--- config.mk ---
export PLATFORM = sky130hd
export DESIGN_NAME = sfh_master
export DESIGN_NICKNAME = d
export VERILOG_FILES = /design/src/hw/sfh_pkg.sv /design/src/hw/sfh_fifo.sv /design/src/hw/sfh_master.sv
export SDC_FILE = /design/constraint.sdc
export NUM_CORES = 1
export LEC_CHECK = 0
export ABC_AREA = 1
export CORE_ASPECT_RATIO = 1.1
export CORE_MARGIN = 10
export CORE_UTILIZATION = 50
export DETAILED_ROUTE_END_ITERATION = 10
export DONT_BUFFER_PORTS = 1
export GPL_TIMING_DRIVEN = 0
export SLEW_MARGIN = 20
export SYNTH_ARGS = -nofsm -noshare
export SYNTH_HDL_FRONTEND = slang
export SYNTH_SLANG_ARGS = --single-unit
export TNS_END_PERCENT = 50
--- constraint.sdc ---
create_clock -name MCLK_I -period 10.2 [get_ports MCLK_I]
set_input_delay 1.02 -clock MCLK_I [delete_from_list [all_inputs] [get_ports MCLK_I]]
set_output_delay 1.02 -clock MCLK_I [all_outputs]
set_load 0.01 [all_outputs]
--- src/hw/sfh_pkg.sv ---
// Purpose: shared constants and types for the async slave-fifo master
// Assumes: 100 MHz clock, times in ns
// Notes:   polarities are configuration inputs of the top module
package sfh_pkg;
   localparam int  CLK_PERIOD_NS      = 10;
   // strobe widths and pin timing in ns (plain defaults)
   localparam int  READ_ACTIVE_NS     = 50;
   localparam int  READ_INACTIVE_NS   = 50;
   localparam int  WRITE_ACTIVE_NS    = 50;
   localparam int  WRITE_INACTIVE_NS  = 70;
   localparam int  COMMIT_ACTIVE_NS   = 50;
   localparam int  COMMIT_INACTIVE_NS = 50;
   localparam int  ADDRESS_SETUP_NS   = 20;
   localparam int  ADDRESS_HOLD_NS    = 20;
   localparam int  READ_DATA_NS       = 70;
   localparam int  DEVICE_CLOCK_NS    = 21;
   // least times round up to whole cycles
   localparam int  READ_ACT_CYC  = (READ_ACTIVE_NS + CLK_PERIOD_NS - 1) / CLK_PERIOD_NS;
   localparam int  READ_INA_CYC  = (READ_INACTIVE_NS + CLK_PERIOD_NS - 1) / CLK_PERIOD_NS;
   localparam int  WRITE_ACT_CYC = (WRITE_ACTIVE_NS + CLK_PERIOD_NS - 1) / CLK_PERIOD_NS;
   localparam int  WRITE_INA_CYC = (WRITE_INACTIVE_NS + CLK_PERIOD_NS - 1) / CLK_PERIOD_NS;
   localparam int  COMMIT_ACT_CYC = (COMMIT_ACTIVE_NS + CLK_PERIOD_NS - 1) / CLK_PERIOD_NS;
   localparam int  COMMIT_INA_CYC = (COMMIT_INACTIVE_NS + CLK_PERIOD_NS - 1) / CLK_PERIOD_NS;
   localparam int  ADDR_SETUP_CYC = (ADDRESS_SETUP_NS + CLK_PERIOD_NS - 1) / CLK_PERIOD_NS;
   localparam int  ADDR_HOLD_CYC  = (ADDRESS_HOLD_NS + CLK_PERIOD_NS - 1) / CLK_PERIOD_NS;
   localparam int  READ_DATA_CYC  = (READ_DATA_NS + CLK_PERIOD_NS - 1) / CLK_PERIOD_NS;
   // one device clock after an auto-committed last word
   localparam int  DEV_CLK_CYC    = (DEVICE_CLOCK_NS + CLK_PERIOD_NS - 1) / CLK_PERIOD_NS;
   localparam int  FIFO_DEPTH     = 8;
   localparam int  DATA_W         = 16;
   localparam int  CNT_W          = 8;

   typedef enum logic [1:0] {
      SFH_OP_READ,
      SFH_OP_WRITE,
      SFH_OP_COMMIT
   } sfh_op_t;

   // command word from the user side
   typedef struct packed {
      sfh_op_t             op;
      logic [1:0]          fifo_select_address;
      logic [DATA_W-1:0]   data;
   } sfh_cmd_t;

   // active level of each strobe, 1 = active high
   typedef struct packed {
      logic cs_high;
      logic oe_high;
      logic rd_high;
      logic wr_high;
      logic pe_high;
   } sfh_pol_t;
endpackage : sfh_pkg

--- src/hw/sfh_fifo.sv ---
// Purpose: small synchronous fifo with valid/ready on both sides
// Assumes: one clock, synchronous active-high reset
// Notes:   depth must be a power of two
`timescale 1ns/1ps
`default_nettype none
module sfh_fifo #(
   parameter int WIDTH = 20,
   parameter int DEPTH = 8
) (
   input  wire logic             clk_i,
   input  wire logic             rst_i,
   input  wire logic [WIDTH-1:0] in_data_i,
   input  wire logic             in_valid_i,
   output logic                  in_ready_o,
   output logic      [WIDTH-1:0] out_data_o,
   output logic                  out_valid_o,
   input  wire logic             out_ready_i
);
   localparam int AW = $clog2(DEPTH);
   logic [WIDTH-1:0] mem [DEPTH];
   logic [AW:0]      wp_q;
   logic [AW:0]      rp_q;
   logic             push;
   logic             pop;

   // ----------------------------------------------------------
   // flags
   // ----------------------------------------------------------
   assign in_ready_o  = (wp_q - rp_q) != (AW+1)'(DEPTH);
   assign out_valid_o = wp_q != rp_q;
   assign out_data_o  = mem[rp_q[AW-1:0]];
   assign push        = in_valid_i & in_ready_o;
   assign pop         = out_valid_o & out_ready_i;

   // storage
   always_ff @(posedge clk_i) begin
      if (push) begin
         mem[wp_q[AW-1:0]] <= in_data_i;
      end
   end

   // pointers
   always_ff @(posedge clk_i) begin
      if (rst_i) begin
         wp_q <= '0;
         rp_q <= '0;
      end else begin
         if (push) begin
            wp_q <= wp_q + 1'b1;
         end
         if (pop) begin
            rp_q <= rp_q + 1'b1;
         end
      end
   end
endmodule : sfh_fifo
`default_nettype wire

--- src/hw/sfh_master.sv ---
// Purpose: master that drives an async slave-fifo port through its pins
// Assumes: device flags and data arrive asynchronously, 100 MHz clock
// Notes:   commands queue in an 8-deep fifo; one op at a time on the pins
//
// Behaviour
// after auto-full last word, wait one device clock before commit strobe.
// device shows prior read data when output enable asserts.
// hold read strobe active and inactive at least their least widths.
// chip select goes active with or before the read strobe.
// device drives current entry after read strobe activates, after a delay.
// device drives data only while output enable is active.
// each burst read strobe presents an entry, then advances the pointer.
// present stable fifo select and chip select before a write.
// hold write strobe active and inactive at least their least widths.
// chip select active no later than write strobe activation.
// write data valid before write strobe release, held after it.
// device captures data on write strobe release, then post-increments.
// device updates flags within a delay after write strobe release.
// successive writes fill consecutive device fifo locations.
// commit strobe hands written data to host as a short packet.
// never assert write strobe and commit strobe together.
// commit only after write inactive width, with own least widths.
// keep fifo select unchanged while commit strobe is asserted.
// keep output enable active through a read cycle to see data.
// in auto mode a packet commits once bytes reach auto-commit length.
// select the device fifo through a two-bit select address.
// strobe polarities are configurable.
// device synchronises strobe edges into its own clock.
`timescale 1ns/1ps
`default_nettype none
module sfh_master #(
   parameter int DATA_W = sfh_pkg::DATA_W,
   parameter int DEPTH  = sfh_pkg::FIFO_DEPTH
) (
   input  wire logic                  MCLK_I,
   input  wire logic                  SYS_RST_I,
   input  wire sfh_pkg::sfh_cmd_t     CMD_I,
   input  wire logic                  CMD_VALID_I,
   output logic                       CMD_READY_O,
   input  wire sfh_pkg::sfh_pol_t     POL_I,
   input  wire logic                  AUTO_FULL_I,
   output logic [DATA_W-1:0]          RD_DATA_O,
   output logic                       RD_VALID_O,
   output logic                       BUSY_O,
   output logic [1:0]                 FIFO_SELECT_ADDRESS_O,
   output logic                       FIFO_CHIP_SELECT_O,
   output logic                       FIFO_OUTPUT_ENABLE_O,
   output logic                       FIFO_READ_STROBE_O,
   output logic                       FIFO_WRITE_STROBE_O,
   output logic                       PACKET_COMMIT_STROBE_O,
   input  wire logic [DATA_W-1:0]     FIFO_DATA_I,
   output logic [DATA_W-1:0]          FIFO_DATA_O,
   output logic                       FIFO_DATA_OE_N_O,
   input  wire logic [3:0]            FIFO_FLAGS_I,
   output logic [3:0]                 FIFO_FLAGS_O
);
   localparam int CW = sfh_pkg::CNT_W;
   localparam int WW = $bits(sfh_pkg::sfh_cmd_t);

   typedef enum logic [2:0] {
      SFH_IDLE,
      SFH_SETUP,
      SFH_ACTIVE,
      SFH_RELEASE,
      SFH_HOLD
   } sfh_state_t;

   sfh_state_t          state_q;
   sfh_pkg::sfh_cmd_t   cur_q;
   sfh_pkg::sfh_cmd_t   q_data;
   logic                q_valid;
   logic                q_ready;
   logic                cmd_push;
   logic                commit_wait;
   logic [CW-1:0]       cnt_q;
   logic [CW-1:0]       gap_q;
   logic                last_wr_q;
   logic                full_seen_q;
   logic [DATA_W-1:0]   din_s1_q;
   logic [DATA_W-1:0]   din_s2_q;
   logic [3:0]          flg_s1_q;
   logic [3:0]          flg_s2_q;
   logic                af_s1_q;
   logic                af_s2_q;
   logic                cs_act;
   logic                oe_act;
   logic                rd_act;
   logic                wr_act;
   logic                pe_act;

   // ----------------------------------------------------------
   // command queue
   // ----------------------------------------------------------
   sfh_fifo #(
      .WIDTH (WW),
      .DEPTH (DEPTH)
   ) u_queue (
      .clk_i       (MCLK_I),
      .rst_i       (SYS_RST_I),
      .in_data_i   (CMD_I),
      .in_valid_i  (cmd_push),
      .in_ready_o  (q_ready),
      .out_data_o  (q_data),
      .out_valid_o (q_valid),
      .out_ready_i (state_q == SFH_IDLE && gap_q == '0 && !commit_wait)
   );

   // ----------------------------------------------------------
   // pin input synchronisers
   // ----------------------------------------------------------
   always_ff @(posedge MCLK_I) begin
      if (SYS_RST_I) begin
         din_s1_q <= '0;
         din_s2_q <= '0;
         flg_s1_q <= '0;
         flg_s2_q <= '0;
         af_s1_q  <= 1'b0;
         af_s2_q  <= 1'b0;
      end else begin
         din_s1_q <= FIFO_DATA_I;
         din_s2_q <= din_s1_q;
         flg_s1_q <= FIFO_FLAGS_I;
         flg_s2_q <= flg_s1_q;
         af_s1_q  <= AUTO_FULL_I;
         af_s2_q  <= af_s1_q;
      end
   end

   // ----------------------------------------------------------
   // sequencer
   // ----------------------------------------------------------
   // command taken only while ready stands; commit held after an auto-full write
   assign cmd_push    = CMD_VALID_I && CMD_READY_O;
   assign commit_wait = state_q == SFH_IDLE && q_valid && gap_q == '0 && last_wr_q &&
                        full_seen_q && q_data.op == sfh_pkg::SFH_OP_COMMIT;
   // active levels per phase, before polarity
   always_comb begin
      cs_act = state_q != SFH_IDLE;
      oe_act = cur_q.op == sfh_pkg::SFH_OP_READ &&
               (state_q == SFH_ACTIVE || state_q == SFH_RELEASE);
      rd_act = cur_q.op == sfh_pkg::SFH_OP_READ && state_q == SFH_ACTIVE;
      wr_act = cur_q.op == sfh_pkg::SFH_OP_WRITE && state_q == SFH_ACTIVE;
      pe_act = cur_q.op == sfh_pkg::SFH_OP_COMMIT && state_q == SFH_ACTIVE;
   end

   // phase state and cycle counter
   always_ff @(posedge MCLK_I) begin
      if (SYS_RST_I) begin
         state_q <= SFH_IDLE;
         cnt_q   <= '0;
         cur_q   <= '0;
      end else begin
         case (state_q)
            SFH_IDLE: begin
               if (q_valid && gap_q == '0 && !commit_wait) begin
                  cur_q   <= q_data;
                  state_q <= SFH_SETUP;
                  cnt_q   <= CW'(sfh_pkg::ADDR_SETUP_CYC - 1);
               end
            end
            SFH_SETUP: begin
               if (cnt_q != '0) begin
                  cnt_q <= cnt_q - 1'b1;
               end else begin
                  state_q <= SFH_ACTIVE;
                  case (cur_q.op)
                     sfh_pkg::SFH_OP_READ:
                        cnt_q <= CW'(sfh_pkg::READ_DATA_CYC + 1);
                     sfh_pkg::SFH_OP_WRITE:
                        cnt_q <= CW'(sfh_pkg::WRITE_ACT_CYC - 1);
                     default:
                        cnt_q <= CW'(sfh_pkg::COMMIT_ACT_CYC - 1);
                  endcase
               end
            end
            SFH_ACTIVE: begin
               if (cnt_q != '0) begin
                  cnt_q <= cnt_q - 1'b1;
               end else begin
                  state_q <= SFH_RELEASE;
                  cnt_q   <= CW'(sfh_pkg::ADDR_HOLD_CYC - 1);
               end
            end
            SFH_RELEASE: begin
               if (cnt_q != '0) begin
                  cnt_q <= cnt_q - 1'b1;
               end else begin
                  state_q <= SFH_IDLE;
               end
            end
            default: begin
               state_q <= SFH_IDLE;
            end
         endcase
      end
   end

   // inactive gap before next strobe
   always_ff @(posedge MCLK_I) begin
      if (SYS_RST_I) begin
         gap_q <= '0;
      end else if (state_q == SFH_RELEASE && cnt_q == '0) begin
         case (cur_q.op)
            sfh_pkg::SFH_OP_READ:  gap_q <= CW'(sfh_pkg::READ_INA_CYC);
            sfh_pkg::SFH_OP_WRITE: gap_q <= CW'(sfh_pkg::WRITE_INA_CYC);
            default:               gap_q <= CW'(sfh_pkg::COMMIT_INA_CYC);
         endcase
      end else if (commit_wait) begin
         gap_q <= CW'(sfh_pkg::DEV_CLK_CYC);
      end else if (gap_q != '0) begin
         gap_q <= gap_q - 1'b1;
      end
   end

   // tracks a write that filled an auto-committed packet
   always_ff @(posedge MCLK_I) begin
      if (SYS_RST_I) begin
         last_wr_q   <= 1'b0;
         full_seen_q <= 1'b0;
      end else if (state_q == SFH_RELEASE && cnt_q == '0) begin
         last_wr_q   <= cur_q.op == sfh_pkg::SFH_OP_WRITE;
         full_seen_q <= 1'b0;
      end else if (state_q == SFH_SETUP || commit_wait) begin
         last_wr_q   <= 1'b0;
         full_seen_q <= 1'b0;
      end else if (last_wr_q && af_s2_q) begin
         full_seen_q <= 1'b1;
      end
   end

   // ----------------------------------------------------------
   // registered pins
   // ----------------------------------------------------------
   always_ff @(posedge MCLK_I) begin
      if (SYS_RST_I) begin
         FIFO_SELECT_ADDRESS_O  <= '0;
         FIFO_CHIP_SELECT_O     <= ~POL_I.cs_high;
         FIFO_OUTPUT_ENABLE_O   <= ~POL_I.oe_high;
         FIFO_READ_STROBE_O     <= ~POL_I.rd_high;
         FIFO_WRITE_STROBE_O    <= ~POL_I.wr_high;
         PACKET_COMMIT_STROBE_O <= ~POL_I.pe_high;
         FIFO_DATA_O            <= '0;
         FIFO_DATA_OE_N_O       <= 1'b1;
      end else begin
         FIFO_SELECT_ADDRESS_O  <= cur_q.fifo_select_address;
         FIFO_CHIP_SELECT_O     <= ~(cs_act ^ POL_I.cs_high);
         FIFO_OUTPUT_ENABLE_O   <= ~(oe_act ^ POL_I.oe_high);
         FIFO_READ_STROBE_O     <= ~(rd_act ^ POL_I.rd_high);
         FIFO_WRITE_STROBE_O    <= ~(wr_act ^ POL_I.wr_high);
         PACKET_COMMIT_STROBE_O <= ~(pe_act ^ POL_I.pe_high);
         FIFO_DATA_O            <= cur_q.data;
         FIFO_DATA_OE_N_O       <= ~(cur_q.op == sfh_pkg::SFH_OP_WRITE &&
                                     state_q != SFH_IDLE);
      end
   end

   // ----------------------------------------------------------
   // user side results
   // ----------------------------------------------------------
   always_ff @(posedge MCLK_I) begin
      if (SYS_RST_I) begin
         RD_DATA_O    <= '0;
         RD_VALID_O   <= 1'b0;
         BUSY_O       <= 1'b0;
         CMD_READY_O  <= 1'b0;
         FIFO_FLAGS_O <= '0;
      end else begin
         RD_VALID_O   <= 1'b0;
         // sample at end of read strobe, after delay and sync
         if (cur_q.op == sfh_pkg::SFH_OP_READ && state_q == SFH_ACTIVE &&
             cnt_q == '0) begin
            RD_DATA_O  <= din_s2_q;
            RD_VALID_O <= 1'b1;
         end
         BUSY_O       <= state_q != SFH_IDLE || q_valid || gap_q != '0;
         CMD_READY_O  <= q_ready && !cmd_push;  // drops after a take, so never stale
         FIFO_FLAGS_O <= flg_s2_q;
      end
   end
endmodule : sfh_master
`default_nettype wire

* After elaboration in Yosys (flattened, before gate mapping)
Memory sizes are Yosys's and may differ from the RTL's. A register that Yosys moved wholly into a read port is not among the register bits. Cells that the tools add are included. Widths: inputs -> output; s select.
Word-level totals: register bits 138, latch bits 0, memory bits (writable) 160, memory bits (read-only) 0, input port bits 49, word-level logic and storage cells 132, memories kept 1
Memory list:
- u_queue.mem | depth 8, bits a word 20, read ports 1, clocked after Yosys merged registers in 1, write ports 1, line sfh_fifo.sv:20 | logic [WIDTH-1:0] mem [DEPTH];
Operators by class: $add $sub $neg 5, multipliers 0, div/mod/pow operators 0, $lt $le $gt $ge 0, eq/ne operators 13, shift operators 0, multiplexer cells 27, bitwise operators 18, reductions and logical operators 39
Operator list (number):
- $mux 8 | 7
- $pmux 8 s4 | 1
- $logic_and 1x1->1 | 19
- $mux 3 | 6
- $logic_not 8->1 | 2
- $reduce_bool 8->1 | 2
- $sub 8x1->8 const B | 2
- $pmux 3 s4 | 1
- $not 1->1 | 11
- $mux 1 | 10
- $add 4x1->4 const B | 2
- $eq 3x2->1 const B | 2
- $ne 2x2->1 const B | 3
- $reduce_bool 3->1 | 2
- $xor 1x1->1 | 5
- $eq 2x2->1 const B | 2
- $logic_or 1x1->1 | 4
- $mux 4 | 1
- $ne 2x1->1 const B | 2
- $ne 4x4->1 | 1
- $ne 4x4->1 const B | 1
- $reduce_and 4->1 | 1
- $reduce_bool 4->1 | 1
- $sub 4x4->4 | 1
- other kinds (11) | 13

* Depth between registers and ports, before layout
Gate-level depths: netlist of the first run.
depth after elaboration 11, depth in mapped cells 14, depth with buffers taken out 14

* Modules after synthesis
Synthesis of the first run repeated with hierarchy kept, for this count alone.
Second synthesis, totals: cell total of the unflattened synthesis 1133, area, all modules 11508.5 µm²
By module, submodules not included:
- sfh_fifo | times used 1, cells an instance 553, area an instance 6845.3 µm², seq. area each 5024.8 µm²
- sfh_master | times used 1, cells an instance 580, area an instance 4663.2 µm², seq. area each 2582.5 µm²

* Worst setup path after synthesis of the first run
OpenSTA, ideal clock, no wires.
path kind register to register, start point register u_queue.rp_q[1], end point memory u_queue.mem[3][0] (enable), library setup time 422 ps, arrival 2788 ps, slack 6990 ps, stages on the path, launching flop included 10, path buffers 0, period minus slack after synthesis 3210 ps, path through dfxtp_1 inv_1 ha_1 inv_1 o21bai_1 a21oi_1 xnor2_1 nand2_1 nand2_1 nor3_1
On the way: word-level cells in the longest chain between the ends 5
Ends and longest elaborated chain:
- start: declaration | line sfh_fifo.sv:22 | logic [AW:0] rp_q;
- start signal: assignment | line sfh_fifo.sv:52 | rp_q <= rp_q + 1'b1;
- $sub 4x4->4 | line sfh_fifo.sv:29 | assign in_ready_o = (wp_q - rp_q) != (AW+1)'(DEPTH);
- $ne 4x4->1 | line sfh_fifo.sv:29
- $and 1x1->1 | line sfh_fifo.sv:32 | assign push = in_valid_i & in_ready_o;
- $mux 1 | line sfh_fifo.sv:37 | if (push) begin
- $mux 1 (not written as such) | line sfh_fifo.sv:38 | mem[wp_q[AW-1:0]] <= in_data_i;
- end: declaration | line sfh_fifo.sv:20
No other way between the ends.

* Final worst setup path of the first run
start point register u_queue.rp_q[1], end point memory u_queue.mem[3][1] (enable)
The elaborated chain is that of the path after synthesis.

==> results.md, run 1 <==
* Global-route wire length before repair at 41300 µm
* CTS root buf: clkbuf_16
* EDFF count, synth at 160
* Status: finished clean
* Number of global-route vias before repair at 7490
* CP arrival at 3.34 ns
* Top-area cell type share of the netlist area at 41.5%
* Ys async rst share at 0%
* Reg2reg end: u_queue.mem[3][1]
* Area Growth Syn to Fin at 13.2%
* DRT antenna net count at 0
* Worst R2R Setup Slack at 7.11 ns
* Area occupied by multi-input gates at 0.00324 mm²
* RSZ-0062 raised after global routing: false
* Clock sink count at 300
* # Post-CTS Setup Buffers at 0
* GRT overflow at 0
* Final Max Slew Viols at 0
* Post-synthesis sequential area ratio at 65.8%
* Count leader, synth: nand2_1
* Cell depth of the worst setup path at 11
* Yosys reg bits at 300
* Crit path capture: u_queue.mem[3][1]
* Fill cell total of the finished layout at 1990
* Top delay family on crit path: simple AND/OR/NAND/NOR gates
* Detailed placement HPWL at 18700 µm
* Setup TNS at 0 ns
* Synth Cell Area at 0.0116 mm²
* Avg WL per Cell at 17.7 µm
* Routability Congestion at 0.817
* Crit-path max FO at 8
* Synth area leaders: edfxtp_1, dfxtp_1, nand2_1
* Fin crit share at 30.3%
* First-pass iteration count of the detailed router at 5
* Share of layout cells above drive strength 1 at 8.44%
* I/O Buffers at 0
* Clock skew at 0.0193 ns
* Placed inst area at 0.0121 mm²
* Cell count after synthesis at 1164
* Die H at 180 µm
* H-tree depth reported by CTS at 1
* Hold-fix buffers, CTS at 0
* Peak VDD IR at 0.000141 V
* Max Clock Freq at 0.324 GHz
* Reg clk slew, reported paths at 0.06 ns
* Worst r2r src: u_queue.rp_q[1]
* Clock tree buffer depth at 3
* Largest net degree at the start of global routing at 21
* Worst hold path class: reg -> reg
* Worst Setup End Kind: flip-flop
* Final WL at 27100 µm
* Slew margin rel. at 48.6%
* Slew @ Worst Pin at 0.770 ns
* Power Density at 262 mW/mm²
* Skew-Pair Late Insertion Delay at 0.55 ns
* Synthesis warning total at 0
* Setup crit start: u_queue.rp_q[1]
* I/O Pins at 96
* Post-CTS Resized at 0
* Via density at 5.09
* # setup viols final at 0
* # DRC at 0
* Critical Path, Cell by Cell: inv_1, ha_1, inv_1, o21bai_1, a21oi_1, xnor2_1, nand2_1, nand2_1, nor3_2, buf_4, buf_4
* CTS tree: done
* Pleak at 5.14 nW
* Final-report hold violation count at 0
* Reg area at 0.00761 mm²
* Commonest cells in the netlist: nand2_1, edfxtp_1, nand3_1, dfxtp_1, inv_1
* Syn Area/Cell at 9.94 µm²
* WS Path Type: reg -> reg
* CP required at 10.46 ns
* Global Route Usage Sum at 17.7%
* Crit path launch type: flip-flop
* Total number of vias at 7799
* Effective utilization at floorplan at 50.6%
* Synth Net Count at 1228
* Final instance area at 0.0131 mm²
* Area leader, netlist: edfxtp_1
* Worst path slowest cell: nor3_2
* Core area at 0.0229 mm²
* Nets at 1272
* Critical Path Max Stage Delay at 0.62 ns
* Antenna Cells at 0
* Reg2reg path depth at 11
* Rows at 58
* Die area at 0.0296 mm²
* Die W at 165 µm
* Initial DRC count at 532
* TritonCTS buffer count at 31
* Main synth FF type: edfxtp_1
* Number of antenna violations at the first check in global routing at 0
* Tmin final at 3.09 ns
* Maxcap violations at 0
* Yosys cell types at 34
* Crit path buffers/inverters at 4
cells in the final DEF, fill, tap and decap left out, types with 4 or more instances in the layout:
| master | n |
|---|---|
| edfxtp_1 | 160 |
| dfxtp_1 | 140 |
| xor2_1 | 9 |
| ha_1 | 15 |
| nor3_2 | 4 |
| clkinv_1 | 6 |
| clkbuf_16 | 31 |
| clkinv_2 | 6 |
| buf_6 | 8 |
| nor2_1 | 107 |
| nor3_1 | 4 |
| nand2_1 | 244 |
| nand2_2 | 8 |
| buf_1 | 10 |
| inv_1 | 136 |
| nand3_1 | 141 |
| o21ai_0 | 27 |
| xnor2_1 | 6 |
| o21ai_1 | 17 |
| buf_2 | 6 |
| a21oi_1 | 63 |
| nor2_4 | 7 |
| buf_4 | 8 |
| clkbuf_1 | 35 |
tightest hold or removal path, cell delays in order, from the launching register on:
cell     delay [ns]
dfxtp_1        0.30
inv_1          0.04
nor2_1         0.03
logic make-up after synthesis:
logic type / synth area share [%]
adders and majority gates: 1.62
AOI/OAI and AO/OA: 4.89
buffers and inverters: 6.72
DFF: 65.8
xor gates and xnor gates: 1.14
and+or+nand+nor: 19.9
cell type report:
type / count / area share (%)
Sequential cell: 300 / 58.1
Multi-Input combinational cell: 671 / 24.7
Clock buffer: 40 / 6.41
Inverter: 141 / 4.06
Tap cell: 300 / 2.87
Buffer: 52 / 1.87
Clock inverter: 17 / 1.26
Timing Repair Buffer: 11 / 0.774
sequential cells by signal (all words and copies together), names as in the netlist, 2 cells and up, named ones only:
register / cells
din_s2_q: 16
RD_DATA_O: 16
u_queue.rp_q: 4
u_queue.mem: 160
flg_s2_q: 4
din_s1_q: 16
flg_s1_q: 4
FIFO_FLAGS_O: 4
u_queue.wp_q: 4
gap_q: 8
cnt_q: 8
FIFO_SELECT_ADDRESS_O: 2
FIFO_DATA_O: 16
state_q: 2
cur_q: 20
power breakdown:
part           switching [mW]  total [mW]  leakage [nW]  internal [mW]
sequential             0.0741        1.47          2.59           1.40
clock                   0.447        1.10         0.497          0.653
combinational           0.585       0.853          2.05          0.267
total                    1.11        3.43          5.14           2.32
through the flow:
| stage | power [mW] | hold slack [ns] | instances | setup slack [ns] | utilization, % |
|---|---|---|---|---|---|
| after global placement | 2.32 | 0.389 | 1464 | 5.36 | 52.3 |
| after global routing | 3.62 | 0.416 | 1532 | 6.89 | 57.3 |
| after floorplan | 2.09 | 0.388 | 1164 | 6.99 | - |
| final | 3.43 | 0.398 | 1532 | 7.11 | 57.3 |
| after detailed placement | 2.35 | 0.394 | 1475 | 7.13 | 52.9 |
| after CTS | 3.45 | 0.399 | 1532 | 7.15 | 57.3 |
worst min-delay path by stage:
stage,startpoint,to,slack (ns),cells after the start
final,flg_s1_q[3],flg_s2_q[3],0.40,2
after global placement,flg_s1_q[3],flg_s2_q[3],0.39,2
after detailed placement,din_s1_q[1],din_s2_q[1],0.39,2
after CTS,flg_s1_q[3],flg_s2_q[3],0.40,2
after global routing,din_s1_q[9],din_s2_q[9],0.42,2
after floorplan,flg_s2_q[0],FIFO_FLAGS_O[0],0.39,2
routing by layer:
metal / wire, µm / global-route usage [%] / up-vias
met3: 1840 / 3.52 / 44
met2: 13400 / 30.3 / 201
met1: 11300 / 22.1 / 3679
met4: 590 / 5.04 / 0
li1: - / - / 3875
met5: 0 / 0 / -
Power figures use the tool's default switching activity.
==> run 2: changes to the inputs <==
Clock period 10.2 ns to 2.95 ns, I/O delays scaled along.
==> run 2 against run 1 <==
  * Die area is the same
  * Power rose to 3.5 times the previous value
  * Register-to-register slack got worse by 6.9 ns
  * Final area grew 4.6%
  * Setup slack got worse by 6.9 ns
  * Global-route usage up 0.38 points
  * Critical endpoint unchanged
  * Largest cell class unchanged
  * Highest routed layer unchanged
==> results.md, run 2 (same netlist as run 1, synthesis figures left out) <==
* Status: finished clean
* Clock sink count at 300
* Via density at 5.05
* WS Path Type: reg -> reg
* Worst path slowest cell: dfxtp_1
* Clock skew at 0.0253 ns
* Number of antenna violations at the first check in global routing at 1
* Die H at 180 µm
* Max FFs per register at 160
* DRT antenna net count at 0
* Die W at 165 µm
* Worst r2r src: u_queue.wp_q[0]
* Reg area at 0.00761 mm²
* Met2 wire length at 13900 µm
* M1 WL at 11400 µm
* Setup TNS at 0 ns
* Top sig layer: met4
* CP required at 3.21 ns
* Max Clock Freq at 0.364 GHz
* Global-route wire length before repair at 42400 µm
* Routability Congestion at 0.817
* Peak VDD IR at 0.000498 V
* Commonest non-fill, non-tap cell in the layout: nand2_1
* Fin crit share at 93.1%
* Nets at 1327
* Setup slack at placement at -0.116 ns
* I/O Buffers at 0
* Effective utilization at floorplan at 50.6%
* Number of global-route vias before repair at 7717
* Tmin final at 2.75 ns
* Power Internal at 8.11 mW
* Largest net degree at the start of global routing at 21
* Slew margin rel. at 48.8%
* CP arrival at 3.01 ns
* Reg clk slew, reported paths at 0.06 ns
* Global Route Usage Sum at 18.1%
* TritonCTS buffer count at 31
* Maxcap violations at 0
* Critical Path, Cell by Cell: inv_1, ha_1, o21bai_1, a21oi_1, xnor2_1, nand2_1, nand2_4, nor3_4, buf_4, buf_4
* # DRC at 0
* Power Density at 880 mW/mm²
* Total power at 12.1 mW
* Placed inst area at 0.0121 mm²
* Worst Slack Setup Final at 0.202 ns
* Reg2reg end: u_queue.mem[3][1]
* Rows at 58
* Comb pwr share at 26.1%
* Worst Setup End Kind: flip-flop
* Skew-Pair Late Insertion Delay at 0.56 ns
* Hold Path Origin: SYS_RST_I
* Area Growth Syn to Fin at 18.4%
* Reg2reg path depth at 10
* Most frequent cells in the layout: nand2_1, edfxtp_1, dfxtp_1, nand3_1, inv_1
* Share of layout cells above drive strength 1 at 8.78%
* Most used cell along the critical path: buf_4
* Fill cell total of the finished layout at 1944
* # setup viols final at 0
* Initial DRC count at 587
* Worst hold slack at 0.0119 ns
* Detailed placement HPWL at 18700 µm
* CTS root buf: clkbuf_16
* Sequential share of power at 42.3%
* First-pass iteration count of the detailed router at 5
* Met3 WL at 2190 µm
* CTS tree: done
* WHS Path Cells at 4
* H-tree depth reported by CTS at 1
* Final-report hold violation count at 0
* Clock tree buffer depth at 3
* Die area at 0.0296 mm²
* Sw Share at 32.8%
* Clock power frac at 31.6%
* Final Max Slew Viols at 0
* Crit path launch type: flip-flop
* Worst R2R Setup Slack at 0.20 ns
* Final instance area at 0.0137 mm²
* I/O Pins at 96
* Worst hold path class: in -> reg
* Crit-path max FO at 8
* Area occupied by multi-input gates at 0.00331 mm²
* Slew @ Worst Pin at 0.767 ns
* Worst Hold End: FIFO_WRITE_STROBE_O
* Critical Path Max Stage Delay at 0.38 ns
* Sw power at 3.95 mW
* GRT overflow at 0
* Core area at 0.0229 mm²
* Avg WL per Cell at 17.8 µm
* Pleak at 5.40 nW
* Final WL at 28300 µm
* Total number of vias at 8013
[run 2: critical path: cells and delay by family, from the launching register on]
family	cells	cell delay, ns
AOI/OAI and AO/OA	2	0.32
xor gates and xnor gates	1	0.14
adders and majority gates	1	0.24
buffers and inverters	3	0.67
DFF	1	0.38
and+or+nand+nor	3	0.70
[run 2: power groups by stage]
stage	clock network (mW)	logic, mW	registers [mW]
after floorplan	0	2.12	5.12
after global placement	0	2.85	5.19
after detailed placement	0	2.94	5.19
after CTS	3.86	3.04	5.10
after global routing	4.03	3.54	5.14
final	3.82	3.15	5.10
[run 2: metrics by stage]
stage,utilization [%],cells
after global routing,59.9,1588
after CTS,59.4,1580
after detailed placement,52.9,1475
after global placement,52.3,1464
after floorplan,-,1164
final,59.9,1588
[run 2: routing by layer]
layer | track usage [%] | vias up
li1 | - | 4000
met1 | 22.6 | 3713
met2 | 31.0 | 250
met3 | 3.34 | 50
met4 | 5.39 | 0
met5 | 0 | -
[run 2: how the worst max path moves through the flow]
stage                                from           endpoint  slack [ns]  depth (start not counted)
after global placement    u_queue.rp_q[1]  u_queue.mem[6][0]       -1.89                          9
final                     u_queue.wp_q[0]  u_queue.mem[3][1]        0.20                         10
after global routing      u_queue.wp_q[0]  u_queue.mem[3][3]       -0.01                         10
after CTS                 u_queue.rp_q[1]  u_queue.mem[1][8]        0.05                         10
after detailed placement  u_queue.rp_q[1]  u_queue.mem[3][1]       -0.12                         11
after floorplan           u_queue.rp_q[1]  u_queue.mem[3][0]       -0.26                          9
[run 2: timing repair]
action	CTS	global route
hold buffers	48	0
cloned	0	3
hold endpoints to repair	187	0
buffers inserted	0	4
endpoints found under the setup margin	8	90
gates resized for setup	1	9
pin swaps	0	4
[run 2: final cells by class]
| cell class | instances | area share, % |
|---|---|---|
| repair buffers | 63 | 4.56 |
| diodes | 1 | 0.0183 |
| well taps | 300 | 2.74 |
| clock inverters | 17 | 1.21 |
| clock buffers | 40 | 6.13 |
| inverters | 141 | 3.88 |
| multi-input cells | 674 | 24.1 |
| flip-flops and latches | 300 | 55.5 |
| plain buffers | 52 | 1.79 |
